### config.mk
export PLATFORM = sky130hd
export DESIGN_NAME = mop_device_flat
export DESIGN_NICKNAME = d
export VERILOG_FILES = /design/src/design/mop_pkg.sv /design/src/design/mop_link_if.sv /design/src/design/mop_strap_sel.sv /design/src/design/mop_device.sv /design/src/flat_wrapper.sv
export SDC_FILE = /design/constraint.sdc
export NUM_CORES = 1
export LEC_CHECK = 0
export BUFFER_PORTS_ARGS = -buffer_cell sky130_fd_sc_hd__buf_2
export CORE_MARGIN = 2
export CORE_UTILIZATION = 38
export DETAILED_ROUTE_END_ITERATION = 6
export PLACE_DENSITY = 0.61
export SKIP_LAST_GASP = 1
export SLEW_MARGIN = 20
export SYNTH_ARGS = -nofsm -noshare
export SYNTH_HDL_FRONTEND = slang
export SYNTH_SLANG_ARGS = --single-unit
### constraint.sdc
create_clock -name clock -period 5.2 [get_ports clock]
set_input_delay 0.52 -clock clock [delete_from_list [all_inputs] [get_ports clock]]
set_output_delay 0.52 -clock clock [all_outputs]
set_load 0.05 [all_outputs]
### src/design/mop_pkg.sv
// constants and state types for the misc-options and strap-override register pair
// Contract
// RULE1: bit 15 set rejects frames lacking checksum
// RULE2: bit 14 reloads boot setpoint on shutdown
// RULE3: bit 13 reloads boot setpoint on retry restart
// RULE4: bit 12 picks power-good or reset pin
// RULE5: bit 3 set disables reset-mode pull-up
// RULE6: host writes zero to reserved option bits
// RULE7: bit 2 picks fault tally decrement or clear
// RULE8: bits 1:0 pick 12/10/8/6-bit telemetry
// RULE9: set override keeps strap value; strap at reset
// RULE10: bit 12 selects stacking source
// RULE11: bit 11 selects sync source
// RULE12: bit 9 selects compensation source
// RULE13: bit 8 selects bus address source
// RULE14: bit 5 selects interleave source
// RULE15: bit 3 selects soft-start rise source
// RULE16: host writes zero to unused override bits; the code clears only bits 15:13 and 7:6, so bits 10 and 4 pass through
// RULE17: word access at EDh and EEh, live
// RULE18: bit 2 selects overcurrent limits source
// RULE19: bit 1 selects switching rate source
// RULE20: bit 0 selects output voltage source
// RULE21: bits 11:4 stored only, bit 3 pull-up
package mop_pkg;
   // command codes
   localparam logic [7:0] CMD_MISC = 8'hED;
   localparam logic [7:0] CMD_OVR = 8'hEE;
   localparam logic [7:0] CMD_OUTPUT_VOLTAGE_OVERRIDE = 8'h21;
   // misc options field positions
   localparam int MISC_PEC = 15;
   localparam int MISC_RST_SD = 14;
   localparam int MISC_RST_FLT = 13;
   localparam int MISC_RESET_FN = 12;
   localparam int MISC_PULLUP_N = 3;
   localparam int MISC_TALLY = 2;
   localparam logic [15:0] MISC_RSVD_MASK = 16'h0FF0;
   localparam logic [15:0] OVR_RSVD_MASK = 16'hE0C0;
   // reset values (stored copy stands in for non-volatile contents)
   localparam logic [15:0] MISC_RESET = 16'h0000;
   localparam logic [15:0] OVR_RESET = 16'h0000;
   localparam logic [15:0] OUTPUT_VOLTAGE_OVERRIDE_RESET = 16'h0000;
   // strap-selected settings, eight bits each
   localparam int NSET = 9;
   localparam int SETW = 8;
   typedef int unsigned mop_bit_t [NSET];
   // stack, sync, comp, address, interleave, rise, overcurrent, rate, voltage
   localparam mop_bit_t OVR_BIT = '{12, 11, 9, 8, 5, 3, 2, 1, 0};
   // host APB register offsets
   localparam logic [7:0] A_CTRL = 8'h00;
   localparam logic [7:0] A_CODE = 8'h04;
   localparam logic [7:0] A_WDATA = 8'h08;
   localparam logic [7:0] A_STATUS = 8'h0C;
   localparam logic [7:0] A_RDATA = 8'h10;
   localparam int C_START = 0;
   localparam int C_WRITE = 1;
   localparam int C_PEC = 2;
   localparam int C_PEC_OK = 3;
   localparam int TALLY_W = 8;
   typedef enum {H_IDLE, H_WAIT} mop_hstate_e;
   typedef struct packed {
      logic [15:0] misc;
      logic [15:0] ovr;
      logic [15:0] output_voltage_override;
      logic [TALLY_W-1:0] tally;
      logic coms_fail;
      logic ack;
      logic nack;
      logic [15:0] rdata;
      logic pin_o;
      logic pin_oe_n;
      logic pullup_en;
      logic [3:0] adc_bits;
   } mop_dev_s;
   typedef struct packed {
      logic [NSET*SETW-1:0] strap;
      logic captured;
      logic booted;
      logic [NSET*SETW-1:0] loaded;
   } mop_sel_s;
   typedef struct packed {
      mop_hstate_e st;
      logic [3:0] ctrl;
      logic [7:0] code;
      logic [15:0] wdata;
      logic [15:0] rdata;
      logic done;
      logic nack;
      logic req;
      logic [31:0] prdata;
      logic pslverr;
   } mop_host_s;
endpackage : mop_pkg

### src/design/mop_link_if.sv
// word-transaction link between host controller and converter registers
interface mop_link_if;
   logic req;
   logic wr;
   logic [7:0] code;
   logic [15:0] wdata;
   logic pec_present;
   logic pec_ok;
   logic ack;
   logic nack;
   logic [15:0] rdata;
   modport host (output req, wr, code, wdata, pec_present, pec_ok, input ack, nack, rdata);
   modport dev (input req, wr, code, wdata, pec_present, pec_ok, output ack, nack, rdata);
endinterface : mop_link_if

### src/design/mop_strap_sel.sv
// strap capture and per-setting strap/stored source selection
module mop_strap_sel (
   // clock and reset
   input wire logic clock,
   input wire logic rst,
   // control
   input wire logic restore_evt,
   input wire logic [15:0] ovr,
   // candidate values
   input wire logic [mop_pkg::NSET*mop_pkg::SETW-1:0] strap_val,
   input wire logic [mop_pkg::NSET*mop_pkg::SETW-1:0] nvm_val,
   // chosen values
   output logic [mop_pkg::NSET*mop_pkg::SETW-1:0] loaded
);
   mop_pkg::mop_sel_s q, d;

   // pick strap or stored per setting from its override bit
   function automatic logic [mop_pkg::NSET*mop_pkg::SETW-1:0] pick(
      input logic [15:0] o, input logic [mop_pkg::NSET*mop_pkg::SETW-1:0] s,
      input logic [mop_pkg::NSET*mop_pkg::SETW-1:0] n);
      logic [mop_pkg::NSET*mop_pkg::SETW-1:0] r;
      r = n;
      for (int i = 0; i < mop_pkg::NSET; i++) begin
         if (o[mop_pkg::OVR_BIT[i]]) begin
            r[i*mop_pkg::SETW +: mop_pkg::SETW] = s[i*mop_pkg::SETW +: mop_pkg::SETW];
         end
      end
      return r;
   endfunction : pick

   // strap caught once after reset, then power-up load, later restores
   always_comb begin
      d = q;
      if (!q.captured) begin
         d.strap = strap_val; // RULE9
         d.captured = 1'b1;
      end else if (!q.booted || restore_evt) begin
         d.booted = 1'b1;
         d.loaded = pick(ovr, q.strap, nvm_val); // RULE9 RULE10 RULE11 RULE12 RULE13 RULE14 RULE15 RULE18 RULE19 RULE20
      end
   end

   // state register
   always_ff @(posedge clock) begin
      if (rst) begin
         q <= '0;
      end else begin
         q <= d;
      end
   end

   assign loaded = q.loaded;
endmodule : mop_strap_sel

### src/design/mop_device.sv
// converter end: option registers, setpoint reload, pin role, fault tally
//
// The implementer's own choice: the APB interface to the registers.
module mop_device (
   // clock and reset
   input wire logic clock,
   input wire logic rst,
   // link
   mop_link_if.dev link,
   // converter events
   input wire logic shutdown_evt,
   input wire logic fault_restart_evt,
   input wire logic retry_mode,
   input wire logic [15:0] boot_voltage_value,
   input wire logic power_good_output,
   input wire logic reset_request,
   input wire logic pwm_cycle,
   input wire logic pwm_fault,
   input wire logic clr_coms_fail,
   // strap and stored values
   input wire logic restore_evt,
   input wire logic [mop_pkg::NSET*mop_pkg::SETW-1:0] strap_val,
   input wire logic [mop_pkg::NSET*mop_pkg::SETW-1:0] nvm_val,
   // settings out
   output logic [15:0] output_voltage_override_command,
   output logic coms_fail,
   output logic pin_o,
   output logic pin_oe_n,
   output logic pin_pullup_en,
   output logic [1:0] telemetry_resolution,
   output logic [3:0] adc_bits,
   output logic fault_tally_decay_mode,
   output logic [mop_pkg::TALLY_W-1:0] fault_tally,
   output logic [mop_pkg::NSET*mop_pkg::SETW-1:0] loaded_val
);
   mop_pkg::mop_dev_s q, d;
   logic take;
   logic bad_pec;

   // override-driven load of strap or stored settings
   mop_strap_sel u_sel (
      .clock(clock),
      .rst(rst),
      .restore_evt(restore_evt),
      .ovr(q.ovr),
      .strap_val(strap_val),
      .nvm_val(nvm_val),
      .loaded(loaded_val)
   );

   // one request per answer; no new take while an answer is shown
   assign take = link.req && !q.ack && !q.nack;
   assign bad_pec = (q.misc[mop_pkg::MISC_PEC] && !link.pec_present) // RULE1
      || (link.pec_present && !link.pec_ok);

   // next state
   always_comb begin
      d = q;
      d.ack = 1'b0;
      d.nack = 1'b0;
      // word read and write of the option registers
      if (take) begin
         if (bad_pec) begin
            d.nack = 1'b1; // RULE1
         end else begin
            unique case (link.code)
               mop_pkg::CMD_MISC: begin
                  d.ack = 1'b1;
                  d.rdata = q.misc;
                  if (link.wr) begin
                     d.misc = link.wdata; // RULE17 RULE21
                  end
               end
               mop_pkg::CMD_OVR: begin
                  d.ack = 1'b1;
                  d.rdata = q.ovr;
                  if (link.wr) begin
                     d.ovr = link.wdata; // RULE17
                  end
               end
               mop_pkg::CMD_OUTPUT_VOLTAGE_OVERRIDE: begin
                  d.ack = 1'b1;
                  d.rdata = q.output_voltage_override;
                  if (link.wr) begin
                     d.output_voltage_override = link.wdata;
                  end
               end
               default: begin
                  d.nack = 1'b1;
               end
            endcase
         end
      end
      // failure flag: set wins over clear
      if (clr_coms_fail) begin
         d.coms_fail = 1'b0;
      end
      if (take && bad_pec) begin
         d.coms_fail = 1'b1; // RULE1
      end
      // setpoint reload to boot value, events override a host write
      if (shutdown_evt && q.misc[mop_pkg::MISC_RST_SD]) begin
         d.output_voltage_override = boot_voltage_value; // RULE2
      end
      if (fault_restart_evt && retry_mode && q.misc[mop_pkg::MISC_RST_FLT]) begin
         d.output_voltage_override = boot_voltage_value; // RULE3
      end
      // fault tally: count faults, decay or clear on clean cycles
      if (pwm_cycle) begin
         if (pwm_fault) begin
            if (q.tally != '1) begin
               d.tally = q.tally + 1'b1;
            end
         end else if (q.misc[mop_pkg::MISC_TALLY]) begin
            d.tally = '0; // RULE7
         end else if (q.tally != '0) begin
            d.tally = q.tally - 1'b1; // RULE7
         end
      end
      // shared status pin: open drain, low-active enable
      d.pin_o = 1'b0;
      if (q.misc[mop_pkg::MISC_RESET_FN]) begin
         d.pin_oe_n = !reset_request; // RULE4
         d.pullup_en = !q.misc[mop_pkg::MISC_PULLUP_N]; // RULE5 RULE21
      end else begin
         d.pin_oe_n = power_good_output; // RULE4
         d.pullup_en = 1'b0; // RULE4
      end
      // telemetry width from resolution code
      unique case (q.misc[1:0])
         2'b00: d.adc_bits = 4'hC; // RULE8
         2'b01: d.adc_bits = 4'hA; // RULE8
         2'b10: d.adc_bits = 4'h8; // RULE8
         2'b11: d.adc_bits = 4'h6; // RULE8
      endcase
   end

   // state register
   always_ff @(posedge clock) begin
      if (rst) begin
         q <= '0;
         q.misc <= mop_pkg::MISC_RESET;
         q.ovr <= mop_pkg::OVR_RESET;
         q.output_voltage_override <= mop_pkg::OUTPUT_VOLTAGE_OVERRIDE_RESET;
         q.pin_oe_n <= 1'b1;
         q.adc_bits <= 4'hC;
      end else begin
         q <= d;
      end
   end

   // outputs straight from state
   assign link.ack = q.ack;
   assign link.nack = q.nack;
   assign link.rdata = q.rdata;
   assign output_voltage_override_command = q.output_voltage_override;
   assign coms_fail = q.coms_fail;
   assign pin_o = q.pin_o;
   assign pin_oe_n = q.pin_oe_n;
   assign pin_pullup_en = q.pullup_en;
   assign telemetry_resolution = q.misc[1:0];
   assign adc_bits = q.adc_bits;
   assign fault_tally_decay_mode = q.misc[mop_pkg::MISC_TALLY];
   assign fault_tally = q.tally;
endmodule : mop_device

### src/flat_wrapper.sv
// flat-port wrapper written by rule: the top's interface ports become plain ports
module mop_device_flat 
  (clock, rst, shutdown_evt, fault_restart_evt, retry_mode, boot_voltage_value, power_good_output, reset_request, pwm_cycle, pwm_fault, clr_coms_fail, restore_evt, strap_val, nvm_val, output_voltage_override_command, coms_fail, pin_o, pin_oe_n, pin_pullup_en, telemetry_resolution, adc_bits, fault_tally_decay_mode, fault_tally, loaded_val, link_req, link_wr, link_code, link_wdata, link_pec_present, link_pec_ok, link_ack, link_nack, link_rdata);
  mop_link_if link_i ();
  input wire logic clock;
  input wire logic rst;
  input wire logic shutdown_evt;
  input wire logic fault_restart_evt;
  input wire logic retry_mode;
  input wire logic [15:0] boot_voltage_value;
  input wire logic power_good_output;
  input wire logic reset_request;
  input wire logic pwm_cycle;
  input wire logic pwm_fault;
  input wire logic clr_coms_fail;
  input wire logic restore_evt;
  input wire logic [mop_pkg::NSET*mop_pkg::SETW-1:0] strap_val;
  input wire logic [mop_pkg::NSET*mop_pkg::SETW-1:0] nvm_val;
  output logic [15:0] output_voltage_override_command;
  output logic coms_fail;
  output logic pin_o;
  output logic pin_oe_n;
  output logic pin_pullup_en;
  output logic [1:0] telemetry_resolution;
  output logic [3:0] adc_bits;
  output logic fault_tally_decay_mode;
  output logic [mop_pkg::TALLY_W-1:0] fault_tally;
  output logic [mop_pkg::NSET*mop_pkg::SETW-1:0] loaded_val;
  input wire logic [$bits(link_i.req)-1:0] link_req;
  input wire logic [$bits(link_i.wr)-1:0] link_wr;
  input wire logic [$bits(link_i.code)-1:0] link_code;
  input wire logic [$bits(link_i.wdata)-1:0] link_wdata;
  input wire logic [$bits(link_i.pec_present)-1:0] link_pec_present;
  input wire logic [$bits(link_i.pec_ok)-1:0] link_pec_ok;
  output wire logic [$bits(link_i.ack)-1:0] link_ack;
  output wire logic [$bits(link_i.nack)-1:0] link_nack;
  output wire logic [$bits(link_i.rdata)-1:0] link_rdata;
  assign link_i.req = link_req;
  assign link_i.wr = link_wr;
  assign link_i.code = link_code;
  assign link_i.wdata = link_wdata;
  assign link_i.pec_present = link_pec_present;
  assign link_i.pec_ok = link_pec_ok;
  assign link_ack = link_i.ack;
  assign link_nack = link_i.nack;
  assign link_rdata = link_i.rdata;
  mop_device u_core (.clock(clock), .rst(rst), .link(link_i), .shutdown_evt(shutdown_evt), .fault_restart_evt(fault_restart_evt), .retry_mode(retry_mode), .boot_voltage_value(boot_voltage_value), .power_good_output(power_good_output), .reset_request(reset_request), .pwm_cycle(pwm_cycle), .pwm_fault(pwm_fault), .clr_coms_fail(clr_coms_fail), .restore_evt(restore_evt), .strap_val(strap_val), .nvm_val(nvm_val), .output_voltage_override_command(output_voltage_override_command), .coms_fail(coms_fail), .pin_o(pin_o), .pin_oe_n(pin_oe_n), .pin_pullup_en(pin_pullup_en), .telemetry_resolution(telemetry_resolution), .adc_bits(adc_bits), .fault_tally_decay_mode(fault_tally_decay_mode), .fault_tally(fault_tally), .loaded_val(loaded_val));
endmodule
==> results of run 1 <==
[worst max-delay path by stage]
| stage | endpoint | slack [ps] | cells past startpoint |
|---|---|---|---|
| floorplan | u_core.q[71] | 3230 | 7 |
| global placement | u_core.output_voltage_override_command[8] | 2440 | 7 |
| detailed placement | u_core.output_voltage_override_command[10] | 2400 | 7 |
| CTS | u_core.q[80] | 2800 | 5 |
| global route | u_core.q[69] | 2640 | 5 |
| finish | u_core.q[80] | 2810 | 5 |
[worst max-delay path, cell delays in order, from the launching register on]
cell     delay (ps)
dfxtp_1         310
or3b_4          420
a21oi_4         260
and3_1          900
mux2i_1         280
nor2_1           50
[state kept, by name (all words and copies together), names as in the netlist]
signal / cells
u_core.link.ack: 1
u_core.output_voltage_override_command: 16
u_core.pin_pullup_en: 1
u_core.link.rdata: 16
u_core.u_sel.loaded: 72
u_core.fault_tally_decay_mode: 1
u_core.link.nack: 1
u_core.telemetry_resolution: 2
u_core.adc_bits: 3
u_core.u_sel.q: 74
u_core.fault_tally: 8
u_core.pin_oe_n: 1
u_core.q: 29
u_core.coms_fail: 1
[synthesized netlist by cell type, types with 2 or more instances]
master	count
a211oi_1	75
a21oi_1	21
a221oi_1	23
a221oi_2	9
a22oi_1	18
a31oi_1	3
and3_1	3
and4_1	3
buf_1	8
buf_12	2
buf_2	14
buf_4	126
buf_6	4
clkbuf_1	44
dfxtp_1	226
ha_1	6
inv_1	24
mux2i_1	162
nand2_1	97
nand2b_1	5
nand3_1	7
nor2_1	171
nor3_1	7
o21ai_0	4
o32ai_1	2
or4_1	2
xnor2_1	4
[cell families after synthesis]
family                   after synthesis  share of synthesized area [%]
multiplexers                         162                           15.9
AND/OR/NAND/NOR                      308                           12.6
AO/OA/AOI/OAI                        164                           12.7
buffers and inverters                222                           13.6
adder cells (fa/ha/maj)                6                          0.734
flip-flops                           226                           44.2
other                                  1                         0.0367
XOR/XNOR                               4                          0.343
[area by class of cell]
type	count	area [um2]	area share, %
flip-flops and latches	226	4530	37.9
multi-input cells	646	4350	36.4
repair buffers	328	1670	13.9
clock buffers	37	743	6.22
well taps	341	427	3.57
clock inverters	12	145	1.21
inverters	24	90.1	0.753
diodes	2	5.00	0.0419
[metrics by stage]
stage / hold WS [ps] / setup slack, ps / utilization [%]
6_report: 191 / 2810 / 44.9
5_1_grt: 183 / 2640 / 44.9
4_1_cts: 164 / 2800 / 44.8
3_5_place_dp: 447 / 2400 / 41.5
3_3_place_gp: 441 / 2440 / 41.5
2_1_floorplan: 420 / 3230 / -
[cell usage in the layout (no fill, tap or decap), types with 21 or more instances in the layout]
master / count
buf_2: 320
mux2i_1: 162
inv_1: 24
nor2_1: 170
a211oi_1: 75
a221oi_1: 23
nand2_1: 97
dfxtp_1: 225
a21oi_1: 21
clkbuf_16: 27
[power groups by stage]
stage / clock [mW] / sequential (mW) / combinational, mW
after floorplan: 0 / 1.90 / 0.527
after global placement: 0 / 1.93 / 0.611
after detailed placement: 0 / 1.93 / 0.619
after CTS: 1.93 / 1.89 / 0.620
after global routing: 2.00 / 1.90 / 0.665
final: 1.87 / 1.89 / 0.614
[layer usage]
metal | global-route usage [%] | up-vias | routed length (um) | share of wire (%)
met5 | 0 | - | 19 | 0.071
met4 | 5.37 | 4 | 595 | 2.2
met3 | 4.54 | 42 | 1970 | 7.4
met2 | 29.6 | 267 | 12400 | 46
met1 | 23.6 | 3620 | 11700 | 44
li1 | - | 3997 | - | -
==> impl_metrics.toml, run 1 <==
[clocking]
htree_levels = 1
root_buffer = "clkbuf_16"
post_cts_buffers = 0
clk_latency_ps = 520
cts-buffers-inserted = 27
cts-resized-gates = 0
cts_tree = "built"
holdBufCountCts = 0
cts.sinks = 226
clk_pin_slew_worst_paths_ps = 60
clk_path_buf_depth = 3

[global_route]
antenna_found_initial = 4
grt_max_degree = 126
grtUsageTotal_pct = 18.0
overflow = 0
grt_pass1_wl_um = 41200
grt_pass1_vias = 7489

[die]
dieArea_um2 = 28200
io-pin-count = 324
fp.dieW_um = 168
die_h_um = 168
initial_core_util_pct = 38.4
coreArea_um2 = 26700
core.rowCount = 60

[power_and_ir_drop]
p_per_area_nw_per_um2 = 366
power_leakage_nw = 5.25
finalPower_mw = 4.38
switching_power_mw = 1.20
pwr-share-comb_pct = 14.0
clkPwrFrac_pct = 42.8
p_seq_share_pct = 43.2
p_int_mw = 3.18
peakVddDrop_mv = 0.223
swShare_pct = 27.5

[finish]
fin_cells = 1616
final_area_um2 = 12000
drive_gt1_share_pct = 31.0
n_fill_cell = 2638
fin_nets = 1458
syn_to_final_growth_pct = 16.9

[setup_path]
rr_startpoint = "u_core.link.ack"
worstSetupEndpointType = "register"
crit_type = "register to register"
crit_required_ps = 5560
r2r_cells = 5
setup.reg_to_reg.worst_slack_ps = 2810
crit_path_start = "u_core.link.ack"
crit_arrival_ps = 2750
critPathLaunchType = "register"
cp_max_fo = 16
worstReg2RegEnd = "u_core.q[80]"

[routing]
first_pass_iters = 5
ant_nets = 0
vias = 7930
routed_via_density = 4.91
drt_iter0_drc = 357
drc = 0
wl_um = 26700
wl_per_cell_um = 16.5

[placed_design]
placed_area_um2 = 11100
io_buffers = 321
numPlacedInstances = 1565
dp_hpwl_um = 18700
gp_congestion = 0.818

[synthesis]
async_flop_share_pct = 0
synth_seq_cells = 226
avgSynthCellArea_um2 = 9.35
yosys.cell_types.count = 50
synth_top_area_share_pct = 44.2
synth_ff_type = "dfxtp_1"
yosysTopAreaCell = "dfxtp_1"
synthCells = 1093
netlist_area_um2 = 10200
synth-seq-area-share_pct = 44.2
synth_area_leaders = "dfxtp_1, mux2i_1, buf_4"
synth_edf_count = 0
yosysWarnings = 0

[sta]
slew_viol_final = 0
hold_violations = 0
setup-violations-final = 0
finClkSkew_ps = 17.9
max_freq_ghz = 0.418
rsz0062_at_grt = "false"
finalCritPeriodShare_pct = 46.0
period_minus_slack_ps = 2390
worstMarginPinSlew_ps = 1030
tns_ps = 0
relSlewSlack_pct = 31.1

[run]
maxCapViolations = 0

[min_path]
whs_endpoint = "u_core.output_voltage_override_command[13]"
hp-class = "input pin to register"
hold_start = "boot_voltage_value[13]"
worst_hold_path.num_cells = 3

[status]
outcome = "finished, final reports clean"
(Power assumes the default switching activity.)
==> run 2: changes to the inputs <==
clock period = 2.43 ns   (was 5.2 ns; I/O delays follow)
==> run 2 against run 1 <==
Cell count grew 7.4%. Wire length rose by 4.8%. Die area unchanged. Core utilization rose by 4.6 points. Cell area grew 10%. Setup slack got worse by 2700 ps. Critical path depth increased by 2. Total power is 110% higher. Fmax grew 2.4%. First-iteration DRC count up 3.6%. Combinational power up 140%. Count of clock-buffer cells in the layout up 6. Largest cell class unchanged.
==> impl_metrics.toml, run 2 (synthesis gave the netlist of run 1 again) <==
[finish]
fin_nets = 1584
fin_cells = 1736
largest_reg_flops = 74
most-common-layout-cells = "buf_2, dfxtp_1, nor2_1"
drive_gt1_share_pct = 28.3
syn_to_final_growth_pct = 29.1
layout_commonest_cell = "buf_2"
regMostFlops = "u_core.u_sel.q"

[sta]
worstMarginPinSlew_ps = 967
hold_violations = 0
finalCritPeriodShare_pct = 96.2
period_minus_slack_ps = 2340
rsz0062_at_grt = "false"
max_freq_ghz = 0.428
relSlewSlack_pct = 35.6
hold_slack_ps = 32.7
setup-violations-final = 0
slew_viol_final = 0
tns_ps = 0
finClkSkew_ps = 10.6

[routing]
first_pass_iters = 4
ant_nets = 0
drc = 0
wl_per_cell_um = 16.1
drt_iter0_drc = 370
vias = 8472
routed_via_density = 4.88
wl_um = 28000

[clocking]
clk_latency_ps = 520
cts-buffers-inserted = 26
cts.sinks = 226
htree_levels = 1
cts_tree = "built"
clk_path_buf_depth = 3
root_buffer = "clkbuf_16"
clk_pin_slew_worst_paths_ps = 60

[power_and_ir_drop]
power_leakage_nw = 5.74
pwr-share-comb_pct = 15.9
p_int_mw = 6.78
peakVddDrop_mv = 0.485
switching_power_mw = 2.55
finalPower_mw = 9.33
clkPwrFrac_pct = 40.9
swShare_pct = 27.4
p_seq_share_pct = 43.2
p_per_area_nw_per_um2 = 707

[setup_path]
crit_path_start = "u_core.link.ack"
setup.reg_to_reg.worst_slack_ps = 90
slowest_delay_ps = 600
rr_startpoint = "u_core.link.ack"
worstSetupEndpointType = "register"
crit_type = "register to register"
crit_arrival_ps = 2800
crit_buf_inv = 2
cp_slowest_cell = "dlygate4sd3_1"
critPathLaunchType = "register"
critPathTopFamily = "buffers and inverters"
crit_chain = "or3b_4, a21oi_4, nor4bb_4, buf_4, a22oi_1, dlygate4sd3_1, nand2_1"
crit_required_ps = 2890
cp_max_fo = 16

[global_route]
grt_pass1_vias = 8220
overflow = 0
grt_pass1_wl_um = 43700
grt_max_degree = 206
grtUsageTotal_pct = 19.0
antenna_found_initial = 2

[placed_design]
gp_congestion = 0.794
numPlacedInstances = 1570
io_buffers = 321
dp_hpwl_um = 18700

[run]
maxCapViolations = 0

[die]
core.rowCount = 60
io-pin-count = 324
coreArea_um2 = 26700
dieArea_um2 = 28200
initial_core_util_pct = 38.4
fp.dieW_um = 168
die_h_um = 168

[min_path]
hold_start = "link_wdata[0]"
hp-class = "input pin to register"

[status]
outcome = "finished, final reports clean"
[run 2: layout make-up]
cell class	instances	area, um2
flip-flops and latches	226	4530
repair buffers	455	2960
multi-input cells	646	4350
inverters	24	90.1
well taps	341	427
fillers	2488	13500
clock buffers	43	837
diodes	1	2.50
[run 2: worst paths after layout]
check / endpoint / depth (start not counted)
worst min register to register: u_core.q[65] / 2
worst max register to register: u_core.output_voltage_override_command[4] / 7
worst min-delay path: u_core.q[50] / 3
worst max-delay path: u_core.output_voltage_override_command[4] / 7
[run 2: worst reg2reg max path, delay by kind of cell, from the launching register on]
kind,cells,cell delay (ps)
flops,1,310
buf+inv,2,860
simple gates,3,810
compound gates,2,310
[run 2: layer usage]
layer,vias up,global-route usage (%),part of all wire (%)
li1,4239,-,-
met1,3887,24.6,44
met2,289,31.1,46
met3,55,4.54,6.6
met4,2,6.05,3.1
met5,-,0,0.039
[run 2: what timing repair did]
item | 4_1_cts | 5_1_grt
buffers inserted | 0 | 2
gates resized for setup | 0 | 1
hold buffers | 120 | 0
endpoints found under the hold margin | 108 | 0
endpoints found under the setup margin | 0 | 15
[run 2: power by group through the flow]
stage	Combinational, mW	Sequential (mW)	Clock [mW]
3_5_place_dp	1.35	4.11	0
6_report	1.48	4.03	3.81
5_1_grt	1.61	4.06	4.06
4_1_cts	1.49	4.03	3.93
2_1_floorplan	1.13	4.07	0
3_3_place_gp	1.34	4.10	0
[run 2: through the flow]
step                      utilization, %  area, um2  setup WS [ps]
after CTS                           49.4      13200           29.0
final                               49.5      13200           92.0
after floorplan                        -      10200            458
after detailed placement            41.8      11100            219
after global routing                49.5      13200           12.3
after global placement              41.8      11100            291
==> run 3: changes to the inputs <==
ABC_AREA = 1   (was unset)
==> run 3 against run 2 <==
Via count grew 21%. Clock power is 3% lower. Total power down 1.5%. Sequential power hardly changed. Sequential share of layout area decreased by 0.29 points. Largest cell class unchanged. Largest power group unchanged. Highest routed layer is now met4.
==> impl_metrics.toml, run 3 <==
[sta]
worstMarginPinSlew_ps = 798
slew_viol_final = 0
period_minus_slack_ps = 1770
hold_slack_ps = 21.5
tns_ps = 0
rsz0062_at_grt = "false"
finClkSkew_ps = 7.69
setup-violations-final = 0
relSlewSlack_pct = 46.8
finalCritPeriodShare_pct = 72.6
max_freq_ghz = 0.566
hold_violations = 0

[setup_path]
crit_arrival_ps = 2220
crit_type = "register to register"
critPathLaunchType = "register"
cp_max_fo = 19
crit_required_ps = 2890
worstSetupEndpointType = "register"

[routing]
wl_um = 30800
drt_iter0_drc = 560
vias = 10200
wl_per_cell_um = 14.1
routed_via_density = 4.68
first_pass_iters = 5
drc = 0
ant_nets = 0

[clocking]
cts-buffers-inserted = 26
root_buffer = "clkbuf_16"
cts_tree = "built"
clk_path_buf_depth = 3
cts-resized-gates = 0
clk_pin_slew_worst_paths_ps = 60
htree_levels = 1
cts.sinks = 226
clk_latency_ps = 520

[global_route]
busiest_layer = "met2"
grt_max_degree = 113
grt_pass1_vias = 9857
antenna_found_initial = 2
grtUsageTotal_pct = 19.8
use_met3_pct = 4.62
grtUsageMet1_pct = 24.7
grt_use_met2_pct = 33.8
grt_pass1_wl_um = 49600
overflow = 0

[die]
fp.dieW_um = 173
die_h_um = 173
io-pin-count = 324
initial_core_util_pct = 38.9
dieArea_um2 = 30000
core.rowCount = 61
coreArea_um2 = 27900

[synthesis]
synth-seq-area-share_pct = 41.6
async_flop_share_pct = 0
yosys.cell_types.count = 38
synthCells = 1555
synth_top_area_share_pct = 41.6
synth_area_leaders = "dfxtp_1, nor2_1, buf_4"
ys_top_cells_by_count = "nor2_1, dfxtp_1, nand2_1, o21ai_0, a21oi_1"
netlist_area_um2 = 10900
avgSynthCellArea_um2 = 6.99
yosysWarnings = 0
yosysTopAreaCell = "dfxtp_1"
synth_ff_type = "dfxtp_1"
synth_edf_count = 0
yosysMostFrequentCell = "nor2_1"
synth_seq_cells = 226

[finish]
n_fill_cell = 2837
fin_nets = 1987
most-common-layout-cells = "nor2_1, buf_2, dfxtp_1"
regMostFlops = "u_core.u_sel.q"
drive_gt1_share_pct = 22.3
syn_to_final_growth_pct = 22.4
largest_reg_flops = 74
layout_commonest_cell = "nor2_1"

[placed_design]
io_buffers = 321
gp_congestion = 0.818
dp_hpwl_um = 21200

[power_and_ir_drop]
p_per_area_nw_per_um2 = 691
peakVddDrop_mv = 0.403
power_leakage_nw = 6.71

[status]
outcome = "finished, final reports clean"

[run]
maxCapViolations = 0

[min_path]
hp-class = "input pin to register"
run 3: layout make-up:
| class | instances | area (um2) | share of cell area [%] |
|---|---|---|---|
| Sequential cell | 226 | 4530 | 34.0 |
| Multi-Input combinational cell | 986 | 4460 | 33.6 |
| Timing Repair Buffer | 407 | 2500 | 18.8 |
| Clock buffer | 41 | 778 | 5.85 |
| Inverter | 135 | 520 | 3.91 |
| Tap cell | 378 | 473 | 3.56 |
| Clock inverter | 6 | 32.5 | 0.245 |
| Antenna cell | 3 | 7.51 | 0.0564 |
run 3: logic make-up after synthesis:
| family | Yosys count | share of synthesized area (%) |
|---|---|---|
| simple gates | 629 | 23.9 |
| fa+ha+maj | 6 | 0.691 |
| compound gates | 346 | 16.2 |
| buf+inv | 344 | 17.3 |
| flops | 226 | 41.6 |
| other cells | 1 | 0.0345 |
| xor+xnor | 3 | 0.242 |
run 3: worst paths after layout:
check                          start  slack, ps                                   endpoint  cells after the start
setup / recovery        u_core.q[79]        660  u_core.output_voltage_override_command[3]                      6
hold / removal         strap_val[48]         20                        u_core.u_sel.q[122]                      3
setup reg to reg        u_core.q[79]        660  u_core.output_voltage_override_command[3]                      6
hold reg to reg   u_core.u_sel.q[72]        450                         u_core.u_sel.q[72]                      2
run 3: critical path: stages, from the launching register on:
cell     delay, ps
dfxtp_1        380
nand3_1        100
nand2_2        380
inv_1          470
nand3_1        200
nand2_1         60
nor2_1         110
run 3: layer usage:
| metal | routed length (um) | vias to the layer above |
|---|---|---|
| li1 | - | 5260 |
| met1 | 13500 | 4598 |
| met2 | 14300 | 299 |
| met3 | 2030 | 60 |
| met4 | 994 | 0 |
| met5 | 0 | - |
run 3: timing repair:
action | in CTS | in global routing
endpoints found under the hold margin | 78 | 0
hold buffers | 79 | 0
setup endpoints to repair | 0 | 0
buffers inserted | 0 | 0
run 3: where the power goes:
part / total (mW) / switching (mW) / internal, mW / leakage, nW
Sequential: 4.03 / 0.124 / 3.91 / 1.86
Combinational: 1.46 / 0.968 / 0.495 / 4.46
Clock: 3.69 / 1.51 / 2.18 / 0.399
Total: 9.19 / 2.60 / 6.59 / 6.71
run 3: stage by stage:
stage | power (mW) | setup slack (ps) | area, um2 | std cells | utilization (%)
5_1_grt | 9.64 | 485 | 13300 | 2181 | 47.6
2_1_floorplan | 5.18 | 842 | 10900 | 1556 | -
6_report | 9.19 | 665 | 13300 | 2182 | 47.6
3_5_place_dp | 5.47 | 619 | 11700 | 2053 | 41.9
3_3_place_gp | 5.46 | 673 | 11700 | 2053 | 41.9
4_1_cts | 9.31 | 666 | 13300 | 2179 | 47.6
